--- src/rtl/clc_pkg.sv ---
package clc_pkg;
    // register offsets on the plain register port
    localparam logic [5:0] CLC_OFS_TX_MODE = 6'h12;
    localparam logic [5:0] CLC_OFS_RX_MODE = 6'h13;
    localparam logic [5:0] CLC_OFS_DRV_CTRL = 6'h14;
    localparam logic [5:0] CLC_OFS_AUTO_WAKE = 6'h15;
    localparam logic [5:0] CLC_OFS_SRC_SEL = 6'h16;
    localparam logic [5:0] CLC_OFS_RX_SEL = 6'h17;
    localparam logic [5:0] CLC_OFS_THRESH = 6'h18;
    localparam logic [5:0] CLC_OFS_DEMOD = 6'h19;
    localparam logic [5:0] CLC_OFS_PASSIVE = 6'h1b;
    localparam logic [5:0] CLC_OFS_CARD = 6'h1c;
    localparam logic [5:0] CLC_OFS_MANUAL = 6'h1d;
    localparam int CLC_NREG = 11;
    localparam int CLC_IX_TX_MODE = 0;
    localparam int CLC_IX_RX_MODE = 1;
    localparam int CLC_IX_DRV_CTRL = 2;
    localparam int CLC_IX_AUTO_WAKE = 3;
    localparam int CLC_IX_SRC_SEL = 4;
    localparam int CLC_IX_RX_SEL = 5;
    localparam int CLC_IX_THRESH = 6;
    localparam int CLC_IX_DEMOD = 7;
    localparam int CLC_IX_PASSIVE = 8;
    localparam int CLC_IX_CARD = 9;
    // index 10 first, index 0 last
    localparam logic [CLC_NREG-1:0][5:0] CLC_OFS = {CLC_OFS_MANUAL,
        CLC_OFS_CARD, CLC_OFS_PASSIVE, CLC_OFS_DEMOD, CLC_OFS_THRESH,
        CLC_OFS_RX_SEL, CLC_OFS_SRC_SEL, CLC_OFS_AUTO_WAKE,
        CLC_OFS_DRV_CTRL, CLC_OFS_RX_MODE, CLC_OFS_TX_MODE};
    // writable bits; all others read zero, except card bit 2, which reads the halted flag
    localparam logic [CLC_NREG-1:0][7:0] CLC_MASK = {8'h7f, 8'hfb,
        8'hc0, 8'hff, 8'hf7, 8'hff, 8'h3f, 8'h20, 8'hb0, 8'hfb, 8'hf3};
    localparam logic [CLC_NREG-1:0][7:0] CLC_RESET = {8'h00, 8'h62,
        8'h00, 8'h4d, 8'h84, 8'h84, 8'h10, 8'h00, 8'h80, 8'h00, 8'h00};
    // field positions
    localparam int CLC_CRC_BIT = 7;
    localparam int CLC_RATE_LSB = 4;
    localparam int CLC_NOERR_BIT = 3;
    localparam int CLC_INV_B_BIT = 5;
    localparam int CLC_INV_A_BIT = 4;
    localparam int CLC_WAKE_BIT = 5;
    localparam int CLC_DRV_LSB = 4;
    localparam int CLC_UART_LSB = 6;
    localparam int CLC_MIN_LSB = 4;
    localparam int CLC_EVEN_BIT = 4;
    localparam int CLC_TAU_LSB = 2;
    localparam int CLC_HOLD_BIT = 7;
    localparam int CLC_HALF_BIT = 6;
    localparam int CLC_HALT_BIT = 2;
    // codes and counts
    localparam logic [2:0] CLC_RATE_106 = 3'h0;
    localparam logic [2:0] CLC_RATE_424 = 3'h2;
    localparam logic [1:0] CLC_SEL_OFF = 2'h0;
    localparam logic [1:0] CLC_SEL_CODER = 2'h1;
    localparam logic [1:0] CLC_SEL_SIGNAL_IN_PIN = 2'h2;
    localparam logic [3:0] CLC_SO_OFF = 4'h0;
    localparam logic [3:0] CLC_SO_LOW = 4'h1;
    localparam logic [3:0] CLC_SO_HIGH = 4'h2;
    localparam logic [3:0] CLC_SO_ENV = 4'h4;
    localparam logic [3:0] CLC_SO_TXD = 4'h5;
    localparam logic [3:0] CLC_SO_RXD = 4'h7;
    localparam logic [1:0] CLC_TAU_FROZEN = 2'h0;
    localparam logic [7:0] CLC_WAKE_REQ = 8'h52;
    localparam logic [3:0] CLC_RESP_BASE = 4'h7;
    localparam logic [7:0] CLC_MIN_FRAME_BITS = 8'h04;
    typedef enum logic [1:0] {
        CLC_GD_LISTEN = 2'b00,
        CLC_GD_GUARD = 2'b01
    } clc_guard_type;
endpackage : clc_pkg

--- src/rtl/clc_link_config.sv ---
// Function
// - tx crc enable appends crc; host clears only at 106 kbit
// - tx rate field 000/001/010 selects 106/212/424 kbit
// - rx rate field same codes; nothing above 424 kbit
// - tx framing 00 is 14443-A 106, 10 is 212/424 card framing
// - rx framing uses the same two codes
// - rx crc enable checks crc; host clears only at 106 kbit
// - with drop-short set, frames under 4 bits discarded, receiver stays on
// - invert bits 5 and 4 invert drivers b and a; host sets both equal
// - wake enable plus soft power-down: rf level restarts device
// - driver source 00 off, 01 coder, 10 signal-in, 11 high
// - in soft power-down drivers float only when source selects off
// - signal-out selector: off, low, high, envelope, tx stream, rx stream
// - uart input: low, signal-in envelope, analog modulation, signal-in mod
// - receiver held off for guard bit clocks after last tx pulse
// - plain receive command skips guard delay, all others apply it
// - decoder input below minimum strength is not evaluated
// - timer divides carrier by 2p+1, or 2p+2 with even bit set
// - time constant 00 freezes recovery loop during reception
// - hold bit ends anticollision only after select; no active mode
// - at 424 kbit half-slot bit halves the 212 kbit slot
// - halted flag allows only request 52h; rf reset clears it
// - response delay is wait field plus 7 bit periods
`timescale 1ns/1ps
module clc_link_config
    import clc_pkg::*;
(
    input wire logic clk_sys_i,
    input wire logic reset_n_i,
    input wire logic [5:0] reg_addr_i,
    input wire logic [7:0] reg_wdata_i,
    input wire logic reg_wr_i,
    input wire logic reg_rd_i,
    output logic [7:0] reg_rdata_o,
    output logic tx_crc_enable_o,
    output logic [2:0] tx_rate_sel_o,
    output logic [1:0] tx_frame_format_o,
    output logic rx_crc_enable_o,
    output logic [2:0] rx_rate_sel_o,
    output logic [1:0] rx_frame_format_o,
    input wire logic rx_frame_end_i,
    input wire logic [7:0] rx_frame_bits_i,
    output logic rx_frame_discard_o,
    input wire logic coder_env_i,
    input wire logic tx_serial_i,
    input wire logic rx_serial_i,
    input wire logic analog_mod_i,
    input wire logic signal_in_pin_i,
    input wire logic rf_level_i,
    input wire logic soft_power_down_i,
    output logic antenna_driver_a_o,
    output logic antenna_driver_a_oe_o,
    output logic antenna_driver_b_o,
    output logic antenna_driver_b_oe_o,
    output logic field_wake_o,
    output logic signal_out_pin_o,
    output logic signal_out_pin_oe_o,
    output logic cl_uart_in_o,
    input wire logic tx_last_pulse_i,
    input wire logic bit_clk_tick_i,
    input wire logic cmd_is_receive_i,
    input wire logic rx_input_i,
    input wire logic [3:0] decoder_strength_i,
    output logic rx_enable_o,
    output logic rx_bit_o,
    input wire logic carrier_tick_i,
    output logic timer_tick_o,
    input wire logic rx_receiving_i,
    output logic pll_freeze_o,
    input wire logic autocoll_cmd_valid_i,
    input wire logic card_selected_i,
    output logic autocoll_done_o,
    output logic active_comm_allowed_o,
    output logic slot_half_o,
    input wire logic halt_set_i,
    input wire logic rf_reset_i,
    input wire logic req_valid_i,
    input wire logic [7:0] req_code_i,
    output logic req_accept_o,
    output logic [3:0] response_delay_o
);

////////////////////////////////////////////////////////////////////////////
// register file

logic [CLC_NREG-1:0][7:0] regs_r;
logic [CLC_NREG-1:0] hit;
logic [CLC_NREG-1:0][7:0] rd_term;
logic card_halted_flag_r;
logic [7:0] rd_word;
logic [7:0] rdata_r;

genvar gi;
generate
    for (gi = 0; gi < CLC_NREG; gi++) begin : g_reg
        assign hit[gi] = (reg_addr_i == CLC_OFS[gi]);
        // reserved bits never stored, so they read zero
        always_ff @(posedge clk_sys_i or negedge reset_n_i) begin
            if (!reset_n_i) begin
                regs_r[gi] <= CLC_RESET[gi] & CLC_MASK[gi];
            end else if (reg_wr_i && hit[gi]) begin
                regs_r[gi] <= reg_wdata_i & CLC_MASK[gi];
            end
        end
        assign rd_term[gi] = hit[gi] ? regs_r[gi] : 8'h00;
    end
endgenerate

always_comb begin
    rd_word = 8'h00;
    for (int i = 0; i < CLC_NREG; i++) begin
        rd_word = rd_word | rd_term[i];
    end
    if (hit[CLC_IX_CARD]) begin
        rd_word[CLC_HALT_BIT] = card_halted_flag_r;
    end
end

always_ff @(posedge clk_sys_i or negedge reset_n_i) begin
    if (!reset_n_i) begin
        rdata_r <= 8'h00;
    end else begin
        rdata_r <= reg_rd_i ? rd_word : 8'h00;
    end
end
assign reg_rdata_o = rdata_r;

////////////////////////////////////////////////////////////////////////////
// field decode

wire [7:0] txm = regs_r[CLC_IX_TX_MODE];
wire [7:0] rxm = regs_r[CLC_IX_RX_MODE];
wire [7:0] sel = regs_r[CLC_IX_SRC_SEL];
wire [7:0] rxs = regs_r[CLC_IX_RX_SEL];
wire [7:0] dem = regs_r[CLC_IX_DEMOD];
wire [7:0] pas = regs_r[CLC_IX_PASSIVE];
wire [7:0] crd = regs_r[CLC_IX_CARD];
wire [2:0] tx_rate_raw = txm[CLC_RATE_LSB +: 3];
wire [2:0] rx_rate_raw = rxm[CLC_RATE_LSB +: 3];
// codes above 010 have no rate; treated as 424 kbit
wire [2:0] tx_rate = (tx_rate_raw > CLC_RATE_424) ? CLC_RATE_424
                                                  : tx_rate_raw;
wire [2:0] rx_rate = (rx_rate_raw > CLC_RATE_424) ? CLC_RATE_424
                                                  : rx_rate_raw;
wire [1:0] driver_source_sel = sel[CLC_DRV_LSB +: 2];
wire [3:0] sig_out_source_sel = sel[3:0];
wire [1:0] cl_uart_input_sel = rxs[CLC_UART_LSB +: 2];
wire [5:0] rx_guard_delay = rxs[5:0];
wire [3:0] decoder_min_strength = regs_r[CLC_IX_THRESH][CLC_MIN_LSB +: 4];
wire [1:0] rx_loop_time_const = dem[CLC_TAU_LSB +: 2];
wire hold_until_selected = pas[CLC_HOLD_BIT];
wire half_slot_sel = pas[CLC_HALF_BIT];
wire [1:0] response_extra_delay = crd[1:0];

////////////////////////////////////////////////////////////////////////////
// pin synchronisers: signal-in and rf level

logic [1:0][2:0] sync_r;
logic [1:0] pin_lvl_r;
wire [1:0] pin_raw = {rf_level_i, signal_in_pin_i};
generate
    for (gi = 0; gi < 2; gi++) begin : g_sync
        always_ff @(posedge clk_sys_i or negedge reset_n_i) begin
            if (!reset_n_i) begin
                sync_r[gi] <= 3'h0;
                pin_lvl_r[gi] <= 1'b0;
            end else begin
                sync_r[gi] <= {sync_r[gi][1:0], pin_raw[gi]};
                if (sync_r[gi][1] == sync_r[gi][2]) begin
                    pin_lvl_r[gi] <= sync_r[gi][2];
                end
            end
        end
    end
endgenerate
wire sig_in = pin_lvl_r[0];
wire rf_on = pin_lvl_r[1];

////////////////////////////////////////////////////////////////////////////
// analog source selection

// power-down does not enter here: only source 00 floats the drivers
wire drv_src = (driver_source_sel == CLC_SEL_CODER) ? coder_env_i :
               (driver_source_sel == CLC_SEL_SIGNAL_IN_PIN) ? sig_in :
               1'b1;
wire drv_oe = (driver_source_sel != CLC_SEL_OFF);
wire drv_a = drv_src ^ regs_r[CLC_IX_DRV_CTRL][CLC_INV_A_BIT];
wire drv_b = drv_src ^ regs_r[CLC_IX_DRV_CTRL][CLC_INV_B_BIT];
wire so_val = (sig_out_source_sel == CLC_SO_HIGH) ? 1'b1 :
              (sig_out_source_sel == CLC_SO_ENV) ? coder_env_i :
              (sig_out_source_sel == CLC_SO_TXD) ? tx_serial_i :
              (sig_out_source_sel == CLC_SO_RXD) ? rx_serial_i :
              1'b0;
wire so_oe = (sig_out_source_sel != CLC_SO_OFF);
wire uart_val = (cl_uart_input_sel == 2'h0) ? 1'b0 :
                (cl_uart_input_sel == 2'h1) ? sig_in :
                (cl_uart_input_sel == 2'h2) ? analog_mod_i :
                sig_in;
wire wake = regs_r[CLC_IX_AUTO_WAKE][CLC_WAKE_BIT] && soft_power_down_i
            && rf_on;

////////////////////////////////////////////////////////////////////////////
// receive guard time and decoder gate

clc_guard_type guard_r;
clc_guard_type guard_nxt;
logic [5:0] guard_cnt_r;
logic [5:0] guard_cnt_nxt;
wire guard_skip = cmd_is_receive_i || (rx_guard_delay == 6'h00);
wire guard_last = bit_clk_tick_i && (guard_cnt_r == 6'h01);

always_comb begin
    guard_nxt = guard_r;
    guard_cnt_nxt = guard_cnt_r;
    unique case (guard_r)
        CLC_GD_LISTEN: begin
            if (tx_last_pulse_i && !guard_skip) begin
                guard_nxt = CLC_GD_GUARD;
                guard_cnt_nxt = rx_guard_delay;
            end
        end
        CLC_GD_GUARD: begin
            if (bit_clk_tick_i) begin
                guard_cnt_nxt = guard_cnt_r - 6'h01;
            end
            if (guard_last) begin
                guard_nxt = CLC_GD_LISTEN;
            end
        end
    endcase
end

wire sig_strong = (decoder_strength_i >= decoder_min_strength);
wire rx_open = (guard_nxt == CLC_GD_LISTEN);
wire drop = rx_frame_end_i && rxm[CLC_NOERR_BIT]
            && (rx_frame_bits_i < CLC_MIN_FRAME_BITS);

////////////////////////////////////////////////////////////////////////////
// timer prescaler

logic [12:0] tdiv_cnt_r;
wire [11:0] timer_divider_value = {regs_r[CLC_IX_PASSIVE][3:0] & 4'h0,
                                   8'h00} | 12'h000;
// 12-bit divider registered outside this group, in the state block below
logic [11:0] timer_divider_r;
wire timer_prescale_even = dem[CLC_EVEN_BIT];
wire [12:0] tdiv_last = {timer_divider_r, 1'b0}
                        + {12'h000, timer_prescale_even};
wire tdiv_wrap = carrier_tick_i && (tdiv_cnt_r >= tdiv_last);

////////////////////////////////////////////////////////////////////////////
// card and passive-target state

wire sel_cmd = autocoll_cmd_valid_i
               && (!hold_until_selected || card_selected_i);
wire halt_wr = reg_wr_i && hit[CLC_IX_CARD];
wire accept = req_valid_i
              && (!card_halted_flag_r || req_code_i == CLC_WAKE_REQ);

always_ff @(posedge clk_sys_i or negedge reset_n_i) begin
    if (!reset_n_i) begin
        card_halted_flag_r <= 1'b0;
    end else if (halt_set_i) begin
        card_halted_flag_r <= 1'b1;
    end else if (rf_reset_i) begin
        card_halted_flag_r <= 1'b0;
    end else if (halt_wr) begin
        card_halted_flag_r <= reg_wdata_i[CLC_HALT_BIT];
    end
end

always_ff @(posedge clk_sys_i or negedge reset_n_i) begin
    if (!reset_n_i) begin
        guard_r <= CLC_GD_LISTEN;
        guard_cnt_r <= 6'h00;
        tdiv_cnt_r <= 13'h0000;
        timer_divider_r <= 12'h000;
    end else begin
        guard_r <= guard_nxt;
        guard_cnt_r <= guard_cnt_nxt;
        timer_divider_r <= timer_divider_value;
        if (tdiv_wrap) begin
            tdiv_cnt_r <= 13'h0000;
        end else if (carrier_tick_i) begin
            tdiv_cnt_r <= tdiv_cnt_r + 13'h0001;
        end
    end
end

////////////////////////////////////////////////////////////////////////////
// registered outputs

always_ff @(posedge clk_sys_i or negedge reset_n_i) begin
    if (!reset_n_i) begin
        tx_crc_enable_o <= 1'b0;
        tx_rate_sel_o <= CLC_RATE_106;
        tx_frame_format_o <= 2'h0;
        rx_crc_enable_o <= 1'b0;
        rx_rate_sel_o <= CLC_RATE_106;
        rx_frame_format_o <= 2'h0;
        rx_frame_discard_o <= 1'b0;
        antenna_driver_a_o <= 1'b0;
        antenna_driver_a_oe_o <= 1'b0;
        antenna_driver_b_o <= 1'b0;
        antenna_driver_b_oe_o <= 1'b0;
        field_wake_o <= 1'b0;
        signal_out_pin_o <= 1'b0;
        signal_out_pin_oe_o <= 1'b0;
        cl_uart_in_o <= 1'b0;
        rx_enable_o <= 1'b1;
        rx_bit_o <= 1'b0;
        timer_tick_o <= 1'b0;
        pll_freeze_o <= 1'b0;
        autocoll_done_o <= 1'b0;
        active_comm_allowed_o <= 1'b1;
        slot_half_o <= 1'b0;
        req_accept_o <= 1'b0;
        response_delay_o <= CLC_RESP_BASE;
    end else begin
        tx_crc_enable_o <= txm[CLC_CRC_BIT];
        tx_rate_sel_o <= tx_rate;
        tx_frame_format_o <= txm[1:0];
        rx_crc_enable_o <= rxm[CLC_CRC_BIT];
        rx_rate_sel_o <= rx_rate;
        rx_frame_format_o <= rxm[1:0];
        rx_frame_discard_o <= drop;
        antenna_driver_a_o <= drv_a;
        antenna_driver_a_oe_o <= drv_oe;
        antenna_driver_b_o <= drv_b;
        antenna_driver_b_oe_o <= drv_oe;
        field_wake_o <= wake;
        signal_out_pin_o <= so_val;
        signal_out_pin_oe_o <= so_oe;
        cl_uart_in_o <= uart_val;
        rx_enable_o <= rx_open;
        rx_bit_o <= rx_open && sig_strong && rx_input_i;
        timer_tick_o <= tdiv_wrap;
        pll_freeze_o <= rx_receiving_i
                        && (rx_loop_time_const == CLC_TAU_FROZEN);
        autocoll_done_o <= sel_cmd;
        active_comm_allowed_o <= !hold_until_selected;
        slot_half_o <= (tx_rate == CLC_RATE_424) && half_slot_sel;
        req_accept_o <= accept;
        response_delay_o <= CLC_RESP_BASE
                            + {2'h0, response_extra_delay};
    end
end
endmodule : clc_link_config

--- config.mk ---
export PLATFORM = sky130hd
export DESIGN_NAME = clc_link_config
export DESIGN_NICKNAME = d
export VERILOG_FILES = /design/src/rtl/clc_pkg.sv /design/src/rtl/clc_link_config.sv
export SDC_FILE = /design/constraint.sdc
export NUM_CORES = 1
export LEC_CHECK = 0
export ABC_AREA = 1
export ABC_CLOCK_PERIOD_IN_PS = 1400
export BUFFER_PORTS_ARGS = -buffer_cell sky130_fd_sc_hd__buf_2
export CORE_MARGIN = 2
export CORE_UTILIZATION = 50
export CTS_BUF_LIST = sky130_fd_sc_hd__clkbuf_8
export CTS_CLUSTER_SIZE = 8
export DETAILED_ROUTE_END_ITERATION = 8
export HOLD_SLACK_MARGIN = 0.02
export MAX_ROUTING_LAYER = met4
export PLACE_DENSITY = 0.72
export SLEW_MARGIN = 20
export SYNTH_ARGS = -nofsm -noshare
export SYNTH_HDL_FRONTEND = slang
export SYNTH_SLANG_ARGS = --single-unit
--- constraint.sdc ---
create_clock -name clk_sys_i -period 1.4 [get_ports clk_sys_i]
set_input_delay 0.07 -clock clk_sys_i [delete_from_list [all_inputs] [get_ports clk_sys_i]]
set_output_delay 0.07 -clock clk_sys_i [all_outputs]
set_load 0.03 [all_outputs]
After elaboration in Yosys (flattened, before gate mapping)
Index checks and enable logic that the tools add are counted.
W data, S select, Z words.
{"block": "op_classes", "addsub": 3, "n_lt_le_gt_ge": 5, "muxes": 35, "n_eq_ne": 27, "n_bitwise": 12, "reduce_logical": 40}
{"cell": "$mux W8", "count": 9}
{"cell": "$eq A6 B5 Y1 const B", "count": 11}
{"cell": "$or A8 B8 Y8", "count": 7}
{"cell": "$mux W13", "count": 2}
{"cell": "$logic_and A1 B1 Y1", "count": 24}
{"cell": "$mux W6", "count": 4}
{"cell": "$or A8 B6 Y8", "count": 2}
{"cell": "$add A13 B1 Y13 const B", "count": 1}
{"cell": "$ge A13 B1 Y1", "count": 1}
{"cell": "$mux W1", "count": 13}
{"cell": "$eq A4 B3 Y1 const B", "count": 3}
{"cell": "$pmux W6 S2", "count": 1}
{"cell": "$eq A8 B7 Y1 const B", "count": 1}
{"cell": "$logic_not A2 Y1", "count": 4}
{"cell": "$lt A8 B3 Y1 const B", "count": 1}
{"cell": "$or A8 B7 Y8", "count": 1}
{"cell": "$mux W7", "count": 1}
{"cell": "$eq A2 B1 Y1 const B", "count": 3}
{"cell": "$eq A6 B1 Y1 const B", "count": 1}
{"cell": "$gt A3 B2 Y1 const B", "count": 2}
{"cell": "$logic_not A6 Y1", "count": 1}
{"cell": "$mux W3", "count": 2}
{"cell": "$sub A6 B1 Y6 const B", "count": 1}
{"cell": "$add A3 B2 Y4 const A", "count": 1}
{"cell": "other kinds (15)", "count": 25}
{"block": "totals", "elab_cells": 165, "input_bits": 57, "out_inout_bits": 41, "regBits": 132}

Longest topological paths before layout
{"block": "logic_depth", "ltp_word": 14, "ltp_mapped": 10, "ltp_nobuf": 10}

Worst setup path before layout
No wires, ideal clock.
{"block": "synth_timing", "path_kind": "register -> register", "from": "register regs_r (netlist bit decoder_min_strength[3])", "to": "register rx_bit_o", "t_required_ps": 1286, "path_buffers": 0, "path_stages_with_launch": 7, "setup_slack_ps": 123, "arrival_ps": 1163, "setup_time_ps": 114, "synth_period_minus_slack_ps": 1277, "path_cell_list": "dfstp_2 -> inv_1 -> ha_1 -> a21oi_1 -> nand3_1 -> nand3_1 -> nor2_1"}
{"block": "synth_between", "elab_chain_cells": 3}
{"element": "from (decl)", "line_no": "clc_link_config.sv:86", "source": "logic [CLC_NREG-1:0][7:0] regs_r;"}
{"element": "from (signal, indexed assignment)", "line_no": "clc_link_config.sv:100", "source": "regs_r[gi] <= CLC_RESET[gi] & CLC_MASK[gi];"}
{"element": "from (signal, indexed assignment)", "line_no": "clc_link_config.sv:102", "source": "regs_r[gi] <= reg_wdata_i & CLC_MASK[gi];"}
{"element": "$ge A4 B4 Y1", "line_no": "clc_link_config.sv:233", "source": "wire sig_strong = (decoder_strength_i >= decoder_min_strength);"}
{"element": "$logic_and A1 B1 Y1 (2 in a row)", "line_no": "clc_link_config.sv:336", "source": "rx_bit_o <= rx_open && sig_strong && rx_input_i;"}
{"element": "to (signal assigned)", "line_no": "clc_link_config.sv:336"}
{"element": "to (decl)", "line_no": "clc_link_config.sv:65", "source": "output logic rx_bit_o,"}
No other way between the ends.
A chain may end at the register's enable or synchronous reset.

==> results by group <==
Outcome
  – Status: finished clean

Die
  – Starting Density: 0.516
  – Die width: roughly 110 um
  – Num ports: 98
  – Std-Cell Rows: 38
  – Full die area: 0.0121 mm^2
  – Die Y-Extent: 110 um
  – Area of the core: 0.0109 mm^2

Worst setup path
  – Buffers plus inverters on the worst setup path: 2
  – CP cell instances: inv_1, a21oi_1, o21ai_1, nand2_1, dlygate4sd3_1
  – Critical path endpoint category: flop
  – Reg2reg start: card_halted_flag_r$_DFFE_PN0P_
  – Crit path launch: card_halted_flag_r$_DFFE_PN0P_
  – Worst Path Required: about 1.7 ns
  – CP delay by family, top: buffers and inverters
  – Startpoint Class: flop
  – CP max-delay cell: dlygate4sd3_1
  – Critical path type: reg -> reg
  – Max Fanout on Critical Path: 3
  – Crit path largest cell delay: 0.55 ns
  – CP arrival: between 1.5 and 2 ns

Pwr
  – Register share of total power: 0.433
  – Static leakage: 3.68 nW
  – P_sw: 3.28 mW
  – Total power draw: 10.9 mW
  – Max VDD drop: roughly 0.95 mV
  – Clock Power Share: 0.334
  – Comb pwr share: 0.233
  – Power Dens Cells: 1480 mW/mm^2
  – Switch share: 0.300
  – Internal power: 7.64 mW

STA
  – Finish-stage setup viols: 0
  – Rel. slew slack: 0.657
  – Setup Skew: 0.00668 ns
  – Max Freq: 0.759 GHz
  – Max Slew Vio Count: 0
  – Period utilization: 0.942
  – Minimum clock period: 1.32 ns
  – Slew at the pin closest to its max-slew limit: 0.513 ns
  – Hold Vio Cnt, Final: 0
  – Fin worst setup slack: 0.0816 ns
  – Unrepaired setup endpoints after global routing: true

Clock tree
  – CTS Root Cell: clkbuf_8
  – Clock sink total: roughly 130
  – TritonCTS Buffers: 17
  – H-tree levels: 4
  – Longest Clk Path Bufs: 2
  – CTS tree: built
  – Worst-Skew Late Latency: 0.45 ns
  – Reg clk slew, reported paths: about 0.070 ns

Routing
  – Via Count: about 4800
  – Total wire length: 14400 um
  – DR DRC count: 0
  – Drt wl/cell: 15.3 um
  – Starting DRT DRC Count: between 200 and 250
  – Mean number of vias per cell: about 5
  – Drt pass-1 iters: 5
  – Detail Route Antenna Nets: 0

Synth
  – Mapped Avg Cell Area: roughly 9.1 um^2
  – Post-synthesis cell count: between 600 and 700
  – Mapped Area: 0.00564 mm^2
  – Top cells by area, synth: dfrtp_1 (51%), nand2_1 (9.2%), dfstp_2 (8.4%)
  – Fraction of synthesized cell area taken by the top area cell type: 0.506
  – Synth warn: 0
  – Synth Flop Type: dfrtp_1
  – Top post-synthesis cells by count: nand2_1 (138), dfrtp_1 (114), inv_1 (66)
  – Number of distinct library cells after synthesis: 37
  – EDFF count, synth: 0
  – Asr flop ratio synth: 1.00
  – Sequential share of the synthesized area: 0.590
  – Yosys reg bits: 132
  – Cell taking the most area after synthesis: dfrtp_1
  – Most common cell in the netlist: nand2_1

Global route
  – Initial antenna violation count: 0
  – Total track usage: 0.257
  – Vias in the first global route: 4591
  – First-pass GRT wire length: 22200 um
  – Grt ovf: 0
  – Pin count of the biggest net entering global routing: between 60 and 70

Layout
  – ANT cells: 0
  – Final #Nets: 855
  – P&R area growth vs syn: 31.1%
  – Design Area, Final: between 0.007 and 0.008 mm^2
  – Layout cells sized above 1: 0.286

Placed design
  – Dpl cell area: roughly 0.0064 mm^2
  – IO buf count: 95
  – Hpwl dp: 9850 um
  – Final weighted congestion in routability-driven placement: 0.917
  – Pre-CTS setup slack: 0.0290 ns

Flow run
  – Max_cap viols: 0

Worst hold path
  – HP Start: reg_wr_i
  – Worst Hold Class: in -> reg
-- power by group through the flow --
stage / combinational, mW / clock (mW) / sequential, mW
after CTS: 2.28 / 3.69 / 4.71
after global routing: 2.82 / 3.90 / 4.78
after detailed placement: 2.18 / 0 / 4.77
after floorplan: 1.07 / 0 / 5.06
after global placement: 2.14 / 0 / 4.75
final: 2.54 / 3.64 / 4.73
-- worst register-to-register path, cell delays in order, from the launching register on --
cell           delay, ns
dfrtp_1             0.40
inv_1               0.07
a21oi_1             0.06
o21ai_1             0.08
nand2_1             0.05
dlygate4sd3_1       0.55
-- layout by cell type, fill, tap and decap left out, types with 2 or more instances in the layout --
master / count
a21oi_1: 12
dfstp_2: 18
inv_1: 63
buf_12: 2
nand2_4: 2
maj3_1: 2
xor2_1: 3
nor2_1: 57
ha_1: 6
clkinv_2: 4
nor2_4: 3
nand2_2: 10
ha_4: 2
nand4_1: 7
o22ai_1: 2
o21ai_1: 49
bufinv_16: 5
and3_1: 2
o21ai_2: 3
dlygate4sd3_1: 34
a21oi_2: 2
or2_2: 2
dfrtp_1: 114
nand2_1: 134
buf_6: 2
o21a_1: 2
clkbuf_8: 20
o21ai_0: 28
buf_4: 30
nor2_2: 13
nand3_1: 47
buf_2: 94
conb_1: 2
inv_2: 10
nor3b_1: 2
-- final cells by class --
cell class | count | area, um^2
tap | 140 | 175
inverter | 72 | 270
clock buffer | 20 | 275
fill | 911 | 3550
multi-input combinational | 404 | 2060
clock inverter | 11 | 181
sequential | 132 | 3330
timing repair buffer | 162 | 1100
-- logic make-up (layout without fill, tap and decap cells) --
logic type               after synthesis  after routing  synth area share
flip-flops                           132            132             0.590
AND/OR/NAND/NOR                      285            285             0.226
AO/OA/AOI/OAI                        102            102            0.0932
XOR/XNOR                               4              4           0.00622
other                                  1              2          0.000665
adder cells (fa/ha/maj)               11             11            0.0235
buffers and inverters                 85            265            0.0608
-- registers in the layout, summed over array words and instances (netlist names), 3 cells and up --
register	cells
regs_r	14
tdiv_cnt_r	13
dem	8
reg_rdata_o	8
rxs	8
crd	7
rxm	7
guard_cnt_r	6
sel	6
sync_r	6
txm	6
decoder_min_strength	4
response_delay_o	4
rx_rate_sel_o	3
tx_rate_sel_o	3
-- layer usage --
| metal | part of all wire | vias to the layer above | GRT usage |
|---|---|---|---|
| met5 | 0 | - | - |
| li1 | - | 2326 | - |
| met2 | 0.49 | 161 | 0.408 |
| met3 | 0.056 | 27 | 0.0623 |
| met4 | 0.023 | 0 | 0.109 |
| met1 | 0.43 | 2322 | 0.317 |
-- worst paths after layout --
kind,cells after the start,endpoint,slack [ns]
worst max register to register,5,card_halted_flag_r$_DFFE_PN0P_,0.08
min in group asynchronous,2,response_delay_o[2]$_DFF_PN1_,0.15
worst min-delay path,3,regs_r[29]$_DFFE_PN0P_,0.08
max in group asynchronous,3,response_delay_o[3]$_DFF_PN0_,0.69
worst max-delay path,5,card_halted_flag_r$_DFFE_PN0P_,0.08
worst min register to register,0,sync_r[4]$_DFF_PN0_,0.36
-- what timing repair did --
item / in CTS / in global routing
hold endpoints to repair: 176 / 1
hold buffers: 32 / 3
setup endpoints to repair: 2 / 14
gates resized for setup: 2 / 26
pin swaps: 0 / 14
setup buffers: 0 / 11
-- metrics by stage --
step	hold slack, ns	TNS [ns]	instances	utilization
6_report	0.0782	0	941	0.676
5_1_grt	0.0724	-0.110	941	0.676
4_1_cts	0.0381	0	928	0.658
3_5_place_dp	-0.104	0	865	0.586
3_3_place_gp	-0.110	0	865	0.586
2_1_floorplan	-0.226	0	621	-
Power figures use the tool's default switching activity.
